===== src/verilog/bbg_defs.svh =====
// Constants for the battery backup bus gating block.
// Assumes it is included by bare name from the package and the modules.
// What this block does
// After power-up the mode is standard: switchover at the fixed trip level.
// Serial bus stops whenever main supply is below the low-voltage reset level.
// Bits 0/0: trip-level switchover, no bus or EEPROM in backup, alarm pin on.
// Bits 0/1: switch when main below backup; bus ok if backup>main>reset.
// Bits 1/0: behave exactly as bits 0/0.
// Bits 1/1: switch when main below backup; bus only above max(reset,backup).
// Alarm/frequency output keeps working in backup in all four modes.
// Legacy modes run chip and alarms from backup above main and trip level.
// Standard mode in backup disables all but timekeeping and alarm output.
// After bus re-enable, ignore traffic until a fresh start condition.
`ifndef BBG_DEFS_SVH
`define BBG_DEFS_SVH

// ==========================================================================
// Mode select encodings and reset values.
`define BBG_SEL_RESET 1'B0
`define BBG_MODE_W 2
`define BBG_BUS_BIT 1
`define BBG_SW_BIT 0

`endif


===== src/verilog/bbg_pkg.sv =====
// Types for the battery backup bus gating block.
// Assumes the defines header sits on the include path.
`include "bbg_defs.svh"

package bbg_pkg;
   // Comparator outputs from the analog supply monitors.
   typedef struct packed {
      logic main_above_reset;  // Main supply above reset level.
      logic main_above_trip;   // Main supply above trip level.
      logic main_above_backup; // Main supply above backup supply.
      logic backup_above_trip; // Backup supply above trip level.
   } bbg_cmp_s;

   // Serial bus line samples.
   typedef struct packed {
      logic scl;  // Clock line level.
      logic sda;  // Data line level.
   } bbg_bus_s;

   // Supply source state.
   typedef enum logic [1:0] {
      BBG_ON_MAIN   = 2'B00,
      BBG_ON_BACKUP = 2'B01
   } bbg_src_e;
endpackage : bbg_pkg


===== src/verilog/bbg_gating.sv =====
// Supply switchover mode control with serial bus gating.
// Assumes comparator inputs are already synchronous to ref_clk_i.
`timescale 1ns/1ps
`default_nettype none
`include "bbg_defs.svh"

module bbg_gating
   import bbg_pkg::*;
(
   input wire logic ref_clk_i,          // 250 MHz clock.
   input wire logic resetn_i,           // Synchronous reset, active low.
   input wire logic sel_we_i,           // Write strobe for mode bits.
   input wire logic bus_in_backup_select_i,   // New bus-in-backup bit.
   input wire logic switchover_mode_select_i, // New switch-mode bit.
   input wire bbg_cmp_s cmp_i,          // Supply comparator levels.
   input wire bbg_bus_s bus_i,          // Sampled serial bus lines.
   input wire logic alarm_req_i,        // Alarm/frequency drive request.
   output logic on_backup_o,            // Running from backup supply.
   output logic bus_en_o,               // Serial bus may answer.
   output logic eeprom_en_o,            // EEPROM usable.
   output logic low_voltage_reset_o,    // Reset asserted, main below level.
   output logic func_en_o,              // Non-timekeeping functions on.
   output logic legacy_o,               // Legacy switchover selected.
   output logic alarm_irq_freq_out_o    // Alarm/frequency pin drive.
);
   // ========================================================================
   // Mode bits, held in flip-flops; power-up picks standard mode.
   logic bus_sel_reg;
   logic sw_sel_reg;
   bbg_src_e src_reg;
   bbg_src_e src_next;
   logic alarm_reg;

   always_ff @(posedge ref_clk_i) begin
      if (!resetn_i) begin
         bus_sel_reg <= `BBG_SEL_RESET;
         sw_sel_reg <= `BBG_SEL_RESET;
      end else if (sel_we_i) begin
         bus_sel_reg <= bus_in_backup_select_i;
         sw_sel_reg <= switchover_mode_select_i;
      end
   end

   // ========================================================================
   // Switchover decision. Standard mode ignores the bus bit entirely, so
   // modes 1/0 and 0/0 share one path.
   wire legacy = sw_sel_reg;
   wire std_fall = ~cmp_i.main_above_trip;
   // Legacy runs from backup only when backup beats main and the trip level.
   wire leg_fall = ~cmp_i.main_above_backup &
                   cmp_i.backup_above_trip;
   wire go_backup = legacy ? leg_fall : std_fall;
   assign src_next = go_backup ? BBG_ON_BACKUP : BBG_ON_MAIN;

   // ========================================================================
   // Bus permission by mode. A main supply below reset always blocks it.
   wire mode_b = ~bus_sel_reg & sw_sel_reg;
   wire mode_d = bus_sel_reg & sw_sel_reg;
   wire allow_std = cmp_i.main_above_reset & ~go_backup;
   wire allow_b = cmp_i.main_above_reset;
   wire allow_d = cmp_i.main_above_reset &
                  cmp_i.main_above_backup & ~go_backup;
   wire bus_allow = mode_b ? allow_b : (mode_d ? allow_d : allow_std);

   // Restart filter: the bus only wakes on a fresh start condition.
   bbg_start_gate u_gate (
      .ref_clk_i(ref_clk_i),
      .resetn_i(resetn_i),
      .allow_i(bus_allow),
      .bus_i(bus_i),
      .bus_en_o(bus_en_o)
   );

   // Source and alarm pin registers; the pin never depends on mode.
   always_ff @(posedge ref_clk_i) begin
      if (!resetn_i) begin
         src_reg <= BBG_ON_MAIN;
         alarm_reg <= 1'B0;
      end else begin
         src_reg <= src_next;
         alarm_reg <= alarm_req_i;
      end
   end

   // ========================================================================
   // Output decode. EEPROM follows the bus only in mode 0/1 during backup.
   assign on_backup_o = (src_reg == BBG_ON_BACKUP);
   assign eeprom_en_o = bus_en_o & (~on_backup_o | mode_b);
   assign low_voltage_reset_o = ~cmp_i.main_above_reset;
   // Standard backup leaves only timekeeping and the alarm pin alive.
   assign func_en_o = ~on_backup_o | legacy;
   assign legacy_o = legacy;
   assign alarm_irq_freq_out_o = alarm_reg;
endmodule : bbg_gating // bbg_gating
`default_nettype wire


===== src/verilog/bbg_start_gate.sv =====
// Start-condition gate that re-arms serial bus traffic after a disable.
// Assumes bus lines are synchronous samples at ref_clk_i.
`timescale 1ns/1ps
`default_nettype none
`include "bbg_defs.svh"

module bbg_start_gate
   import bbg_pkg::*;
(
   input wire logic ref_clk_i,   // 250 MHz clock.
   input wire logic resetn_i,    // Synchronous reset, active low.
   input wire logic allow_i,     // Supply conditions permit traffic.
   input wire bbg_bus_s bus_i,   // Sampled bus lines.
   output logic bus_en_o         // Traffic may be answered.
);
   // ========================================================================
   // Start detection.
   bbg_bus_s bus_reg;
   logic armed_reg;
   logic armed_next;
   wire start_seen = bus_reg.sda & ~bus_i.sda & bus_i.scl & bus_reg.scl;

   // Once disabled, hold off until a start; a half-seen transfer is dropped.
   assign armed_next = ~allow_i ? 1'B0 :
                       (start_seen ? 1'B1 : armed_reg);
   assign bus_en_o = armed_reg & allow_i;

   // State update.
   always_ff @(posedge ref_clk_i) begin
      if (!resetn_i) begin
         bus_reg <= '1;
         armed_reg <= 1'B0;
      end else begin
         bus_reg <= bus_i;
         armed_reg <= armed_next;
      end
   end
endmodule : bbg_start_gate // bbg_start_gate
`default_nettype wire


===== config.mk =====
export PLATFORM = sky130hd
export DESIGN_NAME = bbg_gating
export DESIGN_NICKNAME = d
export VERILOG_FILES = /design/src/verilog/bbg_pkg.sv /design/src/verilog/bbg_gating.sv /design/src/verilog/bbg_start_gate.sv
export VERILOG_INCLUDE_DIRS = /design/src /design/src/verilog
export SDC_FILE = /design/constraint.sdc
export NUM_CORES = 1
export LEC_CHECK = 0
export BUFFER_PORTS_ARGS = -buffer_cell sky130_fd_sc_hd__buf_4
export CAP_MARGIN = 40
export CORE_AREA = 4 4 41 43
export CTS_BUF_LIST = sky130_fd_sc_hd__clkbuf_8 sky130_fd_sc_hd__clkbuf_16
export DETAILED_ROUTE_END_ITERATION = 8
export DIE_AREA = 0 0 45 47
export SKIP_CTS_REPAIR_TIMING = 1
export SYNTH_ARGS = -nofsm -noshare
export SYNTH_HDL_FRONTEND = slang
export SYNTH_SLANG_ARGS = --single-unit

===== constraint.sdc =====
create_clock -name ref_clk_i -period 1.1 [get_ports ref_clk_i]
set_clock_uncertainty 0.05 [all_clocks]
set_input_delay 0.275 -clock ref_clk_i [delete_from_list [all_inputs] [get_ports ref_clk_i]]
set_output_delay 0.275 -clock ref_clk_i [all_outputs]
set_load 0.01 [all_outputs]

==> results of run 1 <==
## routing by layer
layer  part of all wire (%)  wire length [um]
met2                     37               257
met5                      0                 0
met4                    2.0                14
met3                     16               113
met1                     44               304
## worst max path at each step
stage	slack [ns]	to	startpoint	cells after the start
final	-0.30	eeprom_en_o	legacy_o$_SDFFE_PN0P_	4
after global routing	-0.36	eeprom_en_o	legacy_o$_SDFFE_PN0P_	4
after CTS	-0.32	eeprom_en_o	legacy_o$_SDFFE_PN0P_	4
after detailed placement	-0.10	eeprom_en_o	cmp_i[1]	5
after global placement	-0.09	eeprom_en_o	cmp_i[1]	5
after floorplan	0.006	eeprom_en_o	legacy_o$_SDFFE_PN0P_	3
## stage by stage
| stage | TNS [ns] | util, % | setup slack [ns] | instances | hold WS (ns) |
|---|---|---|---|---|---|
| after CTS | -0.843 | 39.8 | -0.322 | 69 | 0.191 |
| after detailed placement | -0.172 | 36.3 | -0.102 | 65 | 0.423 |
| after global placement | -0.165 | 36.3 | -0.0921 | 65 | 0.418 |
| final | -0.780 | 41.3 | -0.302 | 70 | 0.196 |
| after floorplan | 0 | - | 0.00568 | 28 | 0.298 |
| after global routing | -0.983 | 41.3 | -0.360 | 70 | 0.206 |
## final cells by class
class,count,area [um^2]
Sequential cell,7,145
Clock inverter,1,3.75
Inverter,2,7.51
Clock buffer,3,41.3
Multi-Input combinational cell,19,145
Tap cell,15,18.8
Fill cell,155,763
Timing Repair Buffer,23,176
## kinds of logic after synthesis
| family | Yosys count |
|---|---|
| simple gates | 13 |
| flops | 7 |
| mux | 2 |
| buf+inv | 2 |
| compound gates | 4 |
## report_power, final
group	switching [uW]	internal, uW
Sequential	9.83	268
Clock	105	241
Combinational	35.2	72.3
Total	150	581
## cells in the final DEF, fill, tap and decap left out
cell	count
nor2_1	2
and4b_1	1
buf_6	1
a211oi_2	1
nand3b_1	2
inv_1	3
o211ai_2	1
dfxtp_2	1
mux2i_1	2
dfxtp_1	5
clkbuf_8	3
nor2b_1	2
and2_1	2
dfxtp_4	1
nand2b_4	1
nand2b_1	3
o21ai_0	2
buf_4	22
## worst max-delay path: stages, from the launching register on
cell	delay [ns]
dfxtp_4	0.35
nand3b_1	0.09
o211ai_2	0.11
a211oi_2	0.16
buf_4	0.15
==> results.py, run 1 <==
metrics = {
    "synth": {
        "ys_types": 12,
        "synth-xor-area-share_pct": 0,
        "synth_top_family_by_area": "simple AND/OR/NAND/NOR gates",
        "synthCells": 28,
        "synth_area_leader_cell": "dfxtp_1",
        "synth_compound_area_share_pct": 12.3,
        "seq_area_frac_synth_pct": 49.1,
        "synth-seq-cells": 7,
        "yosys_warnings": 0,
        "post-synth-top-count-cell": "dfxtp_1",
        "synthTopCellsByCount": "dfxtp_1, nand2b_1",
        "synth.avg_cell_area_um2": 10.2,
        "synthSimpleGateAreaFrac_pct": 28.9,
        "netlist_top_cells_area": "dfxtp_1, nand2b_1, mux2i_1, nand3b_1, a211oi_2",
        "synth_top_area_share_pct": 49.1,
        "synthArstFlopShare_pct": 0,
        "synth_fa_ha_area_share_pct": 0,
        "synthFlopType": "dfxtp_1",
        "syn_area_um2": 285,
        "synth-edff-count": 0,
        "syn-num-nets": 40,
        "synth.mux.area_fraction_pct": 7.02,
    },
    "floorplanning": {
        "num_io_pins": 19,
        "core_area_um2": 1300,
        "die_area_um2": 2120,
        "die_w_um": 45,
        "rows": 13,
        "die_y_um": 47,
        "start_util_pct": 21.9,
    },
    "detailed_routing": {
        "drt-initial-drc-count": 2,
        "final_antenna_net_count": 0,
        "first_pass_iters": 3,
        "via_per_inst": 4.19,
        "wl_per_cell_um": 9.86,
        "wl_um": 690,
        "num_vias": 293,
        "drc_errors": 0,
    },
    "clock_tree": {
        "clk-insertion-delay-late_ns": 0.22,
        "cts_tree": "yes",
        "clockBufferDepth": 2,
        "cts_root_buf": "clkbuf_8",
        "clock_sinks": 7,
        "htreeDepth": 1,
        "numCtsBuffers": 3,
        "clk_pin_slew_worst_paths_ns": 0.04,
    },
    "timing": {
        "rsz0062_at_grt": "yes",
        "max-slew-margin-rel_pct": 86.9,
        "hold_violations": 0,
        "finalCriticalPeriod_ns": 1.40,
        "report.final.setup_viol": 4,
        "drv_slew": 0,
        "fmaxAchievable_ghz": 0.713,
        "worst_slew_pin_slew_ns": 0.196,
        "finalCritPeriodShare_pct": 127,
        "setup_slack_ns": -0.302,
    },
    "placement": {
        "portBuffers": 18,
        "dp_hpwl_um": 540,
        "place_area_um2": 473,
        "gp_congestion": 0.598,
    },
    "power_and_ir_drop": {
        "power.total_uw": 732,
        "vdd_drop_max_mv": 0.637,
        "power.leakage_uw": 0.000254,
        "power_density_nw_per_um2": 1360,
    },
    "grt": {
        "use_met3_pct": 2.68,
        "met2_usage_pct": 11.3,
        "use_met1_pct": 9.82,
        "grtUsageTotal_pct": 8.07,
        "grt_pass1_vias": 302,
        "overflow": 0,
        "antenna_found_initial": 0,
        "grt_start_max_net_pins": 8,
        "grt_pass1_wl_um": 1200,
        "grt_busiest_layer": "met2",
    },
    "cells_and_area": {
        "final_area_um2": 538,
        "drive_gt1_share_pct": 56.4,
        "largest_reg_flops": 2,
        "area_delta_synth_final_pct": 88.6,
        "antennaDiodeCount": 0,
        "finalNetCount": 68,
    },
    "critical_path": {
        "critPathCaptureType": "output port",
        "cp.required_ns": 0.77,
        "r2r_end": "u_gate.armed_reg$_SDFFE_PN0P_",
        "r2r_cells": 5,
        "reg2reg_from": "legacy_o$_SDFFE_PN0P_",
        "cp-start-kind": "flip-flop",
        "reg2reg_slack_ns": 0.10,
        "critPathMaxFanout": 6,
        "worstPathArrival_ns": 1.08,
        "worstSetupPathType": "reg2out",
    },
    "hold_path": {
        "min-delay-start": "bus_i[0]",
        "hold_end": "u_gate.bus_reg[0]$_SDFF_PN1_",
        "holdPathStages": 2,
        "min_path_type": "in2reg",
    },
    "run_status": {
        "status": "finished with violations",
        "violations": "negative setup slack",
    },
    "run": {
        "maxCapViolCount": 0,
    },
}
Note: power is estimated with default switching activity, not from simulation.
==> run 2, diff against run 1 <==
--- a/config.mk
+++ b/config.mk
@@ -8,11 +8,12 @@
 export LEC_CHECK = 0
 export BUFFER_PORTS_ARGS = -buffer_cell sky130_fd_sc_hd__buf_4
 export CAP_MARGIN = 40
-export CORE_AREA = 4 4 41 43
+export CORE_AREA = 2 2 39 41
 export CTS_BUF_LIST = sky130_fd_sc_hd__clkbuf_8 sky130_fd_sc_hd__clkbuf_16
 export DETAILED_ROUTE_END_ITERATION = 8
-export DIE_AREA = 0 0 45 47
+export DIE_AREA = 0 0 41 43
 export SKIP_CTS_REPAIR_TIMING = 1
 export SYNTH_ARGS = -nofsm -noshare
 export SYNTH_HDL_FRONTEND = slang
+export SYNTH_HIERARCHICAL = 1
 export SYNTH_SLANG_ARGS = --single-unit
==> constraint.sdc (replaced) <==
create_clock -name ref_clk_i -period 1.1 [get_ports ref_clk_i]
set_clock_uncertainty 0.05 [all_clocks]
set_input_delay 0.275 -clock ref_clk_i [delete_from_list [all_inputs] [get_ports ref_clk_i]]
set_output_delay 0.275 -clock ref_clk_i [all_outputs]
set_load 0.02 [all_outputs]
==> results.py, run 2 <==
metrics = {
    "run_status": {
        "status": "finished with violations",
        "violations": "negative setup slack",
    },
    "power_and_ir_drop": {
        "power_frac_seq_pct": 37.9,
        "power_frac_comb_pct": 15.3,
        "power_density_nw_per_um2": 1340,
        "p_sw_share_pct": 21.5,
        "clkPwrFrac_pct": 46.8,
        "p_sw_uw": 157,
        "power.leakage_uw": 0.000277,
        "vdd_drop_max_mv": 0.807,
        "p_int_uw": 575,
    },
    "clock_tree": {
        "clk_pin_slew_worst_paths_ns": 0.04,
        "clk-insertion-delay-late_ns": 0.22,
        "cts_root_buf": "clkbuf_8",
        "numCtsBuffers": 3,
        "clock_sinks": 7,
        "htreeDepth": 1,
        "clockBufferDepth": 2,
        "cts_tree": "yes",
    },
    "floorplanning": {
        "start_util_pct": 19.8,
        "core_area_um2": 1380,
        "die_y_um": 43,
        "die_area_um2": 1760,
        "num_io_pins": 19,
        "rows": 14,
        "die_w_um": 41,
    },
    "placement": {
        "place_inst": 62,
        "dp_hpwl_um": 507,
        "place_area_um2": 462,
        "portBuffers": 18,
        "pre_cts_ws_ns": -0.318,
        "gp_congestion": 0.616,
    },
    "synth": {
        "netlist_top_cells_area": "dfxtp_1, nand2b_1, mux2i_1, and2_1, nor2b_1",
        "ys_types": 13,
        "synthArstFlopShare_pct": 0,
        "synthCells": 26,
        "synthFlopType": "dfxtp_1",
        "yosys_warnings": 6,
        "syn-num-nets": 38,
        "synth_top_area_share_pct": 51.1,
        "synth_area_leader_cell": "dfxtp_1",
        "synthTopCellsByCount": "dfxtp_1, nand2b_1",
        "synth-seq-cells": 7,
        "syn_area_um2": 274,
        "post-synth-top-count-cell": "dfxtp_1",
        "seq_area_frac_synth_pct": 51.1,
        "synth.avg_cell_area_um2": 10.5,
        "synth-edff-count": 0,
    },
    "run": {
        "maxCapViolCount": 0,
    },
    "hold_path": {
        "hold_end": "u_gate/bus_reg[1]$_SDFF_PN1_",
        "min-delay-start": "bus_i[1]",
        "min_path_type": "in2reg",
        "holdPathStages": 2,
    },
    "detailed_routing": {
        "drc_errors": 0,
        "drt-initial-drc-count": 0,
        "wl_per_cell_um": 9.21,
        "via_per_inst": 4.27,
        "first_pass_iters": 1,
        "num_vias": 286,
        "final_antenna_net_count": 0,
        "wl_um": 617,
    },
    "critical_path": {
        "slowest_delay_ns": 0.36,
        "path_cells": "o21ai_2, a31oi_2, and2_4, a21boi_4, buf_6",
        "slowest_stage": "dfxtp_4",
        "r2r_cells": 3,
        "cp-start-kind": "flip-flop",
        "reg2reg_slack_ns": 0.18,
        "critPathCaptureType": "output port",
        "worstSetupPathType": "reg2out",
        "cp.required_ns": 0.77,
        "worstPathArrival_ns": 1.25,
        "critPathMaxFanout": 4,
        "r2r_end": "src_reg[0]$_SDFF_PN0_",
        "cp_top_family": "compound AO/OA/AOI/OAI gates",
        "crit_buf_inv": 1,
        "reg2reg_from": "legacy_o$_SDFFE_PN0P_",
    },
    "cells_and_area": {
        "final_area_um2": 547,
        "final_cell_mix": "buf_4, dfxtp_1",
        "finalNetCount": 64,
        "drive_gt1_share_pct": 60.8,
        "area_delta_synth_final_pct": 99.5,
        "final_common_cell": "buf_4",
        "largest_reg_flops": 2,
        "finalNonFillerCells": 67,
        "antennaDiodeCount": 0,
    },
    "timing": {
        "report.final.setup_viol": 4,
        "hold_violations": 0,
        "worst_slew_pin_slew_ns": 0.166,
        "rsz0062_at_grt": "yes",
        "max-slew-margin-rel_pct": 88.9,
        "setup_slack_ns": -0.472,
        "timing.setup.tns_ns": -1.16,
        "drv_slew": 0,
        "fmaxAchievable_ghz": 0.636,
        "whs_ns": 0.194,
        "finalCritPeriodShare_pct": 143,
        "finalCriticalPeriod_ns": 1.57,
    },
    "grt": {
        "overflow": 0,
        "grtUsageTotal_pct": 9.27,
        "grt_start_max_net_pins": 9,
        "grt_pass1_vias": 303,
        "grt_pass1_wl_um": 1060,
        "antenna_found_initial": 0,
    },
}
-- run 2: kinds of logic after synthesis --
group,share of synthesized area (%)
AO/OA/AOI/OAI,14.2
buffers and inverters,2.74
flip-flops,51.1
multiplexers,7.31
AND/OR/NAND/NOR,24.7
-- run 2: per-layer routing --
metal	vias to the layer above	wire length (um)	global-route usage, %
li1	141	-	-
met1	127	256	9.77
met2	16	293	13.8
met3	2	55	3.14
met4	0	12	8.00
met5	-	0	0
-- run 2: power by group through the flow --
| stage | Sequential, uW | Clock (uW) | Combinational [uW] |
|---|---|---|---|
| 2_1_floorplan | 288 | 0 | 33.0 |
| 3_3_place_gp | 280 | 0 | 104 |
| 3_5_place_dp | 280 | 0 | 105 |
| 4_1_cts | 276 | 350 | 105 |
| 5_1_grt | 279 | 372 | 124 |
| 6_report | 277 | 343 | 112 |
-- run 2: final cells by class --
class                      count  area, um^2
tap                           16        20.0
inverter                       2        7.51
fill                         153         837
clock buffer                   3        41.3
timing repair buffer          21         169
multi-input combinational     17         158
sequential                     7         148
clock inverter                 1        3.75
-- run 2: worst max-delay path by stage --
stage	slack [ns]	cells past startpoint	startpoint	endpoint
finish	-0.47	5	legacy_o$_SDFFE_PN0P_	eeprom_en_o
global route	-0.53	5	legacy_o$_SDFFE_PN0P_	eeprom_en_o
CTS	-0.53	5	legacy_o$_SDFFE_PN0P_	eeprom_en_o
detailed placement	-0.32	6	cmp_i[2]	eeprom_en_o
global placement	-0.30	6	cmp_i[2]	eeprom_en_o
floorplan	-0.28	4	legacy_o$_SDFFE_PN0P_	eeprom_en_o
-- run 2: metrics by stage --
step | utilization [%] | power [uW]
global placement | 33.4 | 384
finish | 39.5 | 732
detailed placement | 33.4 | 385
CTS | 36.6 | 731
floorplan | - | 321
global route | 39.5 | 775
==> run 3, diff against run 2 <==
--- a/config.mk
+++ b/config.mk
@@ -12,6 +12,7 @@
 export CTS_BUF_LIST = sky130_fd_sc_hd__clkbuf_8 sky130_fd_sc_hd__clkbuf_16
 export DETAILED_ROUTE_END_ITERATION = 8
 export DIE_AREA = 0 0 41 43
+export PLACE_DENSITY = 0.45
 export SKIP_CTS_REPAIR_TIMING = 1
 export SYNTH_ARGS = -nofsm -noshare
 export SYNTH_HDL_FRONTEND = slang
==> results.py, run 3 (synthesized netlist as in run 2, its figures left out) <==
metrics = {
    "floorplanning": {
        "num_io_pins": 19,
        "die_w_um": 41,
        "die_area_um2": 1760,
        "core_area_um2": 1380,
        "rows": 14,
        "die_y_um": 43,
        "start_util_pct": 19.8,
    },
    "clock_tree": {
        "clk_pin_slew_worst_paths_ns": 0.04,
        "clock_sinks": 7,
        "cts_tree": "yes",
        "numCtsBuffers": 3,
        "cts_root_buf": "clkbuf_8",
        "htreeDepth": 1,
        "clk-insertion-delay-late_ns": 0.23,
        "clockBufferDepth": 2,
    },
    "hold_path": {
        "min_path_type": "in2reg",
    },
    "timing": {
        "finalCritPeriodShare_pct": 144,
        "worst_slew_pin_slew_ns": 0.196,
        "drv_slew": 0,
        "report.final.setup_viol": 4,
        "setup_slack_ns": -0.485,
        "whs_ns": 0.191,
        "timing.setup.tns_ns": -1.13,
        "hold_violations": 0,
        "fmaxAchievable_ghz": 0.631,
        "rsz0062_at_grt": "yes",
        "finalCriticalPeriod_ns": 1.59,
        "max-slew-margin-rel_pct": 86.9,
    },
    "power_and_ir_drop": {
        "vdd_drop_max_mv": 0.623,
        "power.leakage_uw": 0.000298,
        "power_density_nw_per_um2": 1310,
    },
    "grt": {
        "overflow": 0,
        "grt_start_max_net_pins": 9,
        "grt_pass1_vias": 319,
        "antenna_found_initial": 0,
        "grtUsageTotal_pct": 9.94,
        "grt_pass1_wl_um": 1160,
    },
    "cells_and_area": {
        "finalNetCount": 68,
        "final_common_cell": "buf_4",
        "finalNonFillerCells": 71,
        "antennaDiodeCount": 0,
        "final_cell_mix": "buf_4, dfxtp_1, buf_6",
        "largest_reg_flops": 2,
        "fin_util_pct": 42.0,
        "area_delta_synth_final_pct": 112,
        "drive_gt1_share_pct": 63.6,
    },
    "detailed_routing": {
        "num_vias": 291,
        "drc_errors": 0,
        "final_antenna_net_count": 0,
        "wl_per_cell_um": 10.3,
        "wl_um": 729,
        "drt-initial-drc-count": 3,
        "first_pass_iters": 2,
        "via_per_inst": 4.10,
    },
    "placement": {
        "gp_congestion": 0.602,
        "dp_hpwl_um": 572,
        "pre_cts_ws_ns": -0.335,
        "place_inst": 66,
        "portBuffers": 18,
    },
    "critical_path": {
        "cp.required_ns": 0.77,
        "worstPathArrival_ns": 1.26,
        "critPathCaptureType": "output port",
        "cp-start-kind": "flip-flop",
        "critPathMaxFanout": 5,
        "worstSetupPathType": "reg2out",
    },
    "run_status": {
        "violations": "negative setup slack",
        "status": "finished with violations",
    },
    "run": {
        "maxCapViolCount": 0,
    },
}
-- run 3: cell types whose count changed in the layout (fill, tap and decap cells not counted) --
cell   before  now
buf_4      18   21
buf_6       3    4
-- run 3: through the flow --
step | area [um^2] | power, uW
final | 581 | 758
after floorplan | 292 | 321
after global placement | 492 | 392
after detailed placement | 492 | 396
after CTS | 537 | 757
after global routing | 581 | 803
-- run 3: final cells by class --
class | count | area (um^2)
well taps | 16 | 20.0
fillers | 138 | 803
repair buffers | 25 | 203
inverters | 2 | 7.51
multi-input cells | 17 | 158
clock inverters | 1 | 3.75
clock buffers | 3 | 41.3
flip-flops and latches | 7 | 148
-- run 3: worst max-delay path, cell delays in order (launching register included) --
cell,delay [ns]
dfxtp_4,0.36
o21ai_2,0.06
a31oi_2,0.16
and2_4,0.17
a21boi_4,0.16
buf_6,0.13
-- run 3: routing by layer --
layer | up-vias | GRT usage, % | routed length, um
met3 | 0 | 1.57 | 76
met5 | - | 0 | 0
met4 | 0 | 6.00 | 0
met1 | 127 | 10.6 | 271
li1 | 149 | - | -
met2 | 15 | 16.9 | 382
-- run 3: where the power goes --
group / internal (uW) / leakage (uW) / switching [uW] / total, uW
registers: 267 / 0.0000592 / 10.4 / 277
clock network: 241 / 0.0000269 / 112 / 353
logic: 78.7 / 0.000212 / 48.9 / 128
total: 587 / 0.000298 / 171 / 758
-- run 3: final timing paths --
kind	from	end	slack, ns	cells past startpoint
worst min register to register	u_gate/armed_reg$_SDFFE_PN0P_	u_gate/armed_reg$_SDFFE_PN0P_	0.45	1
worst max register to register	legacy_o$_SDFFE_PN0P_	u_gate/armed_reg$_SDFFE_PN0P_	0.06	5
worst max-delay path	legacy_o$_SDFFE_PN0P_	eeprom_en_o	-0.49	5
worst min-delay path	bus_i[1]	u_gate/bus_reg[1]$_SDFF_PN1_	0.19	2
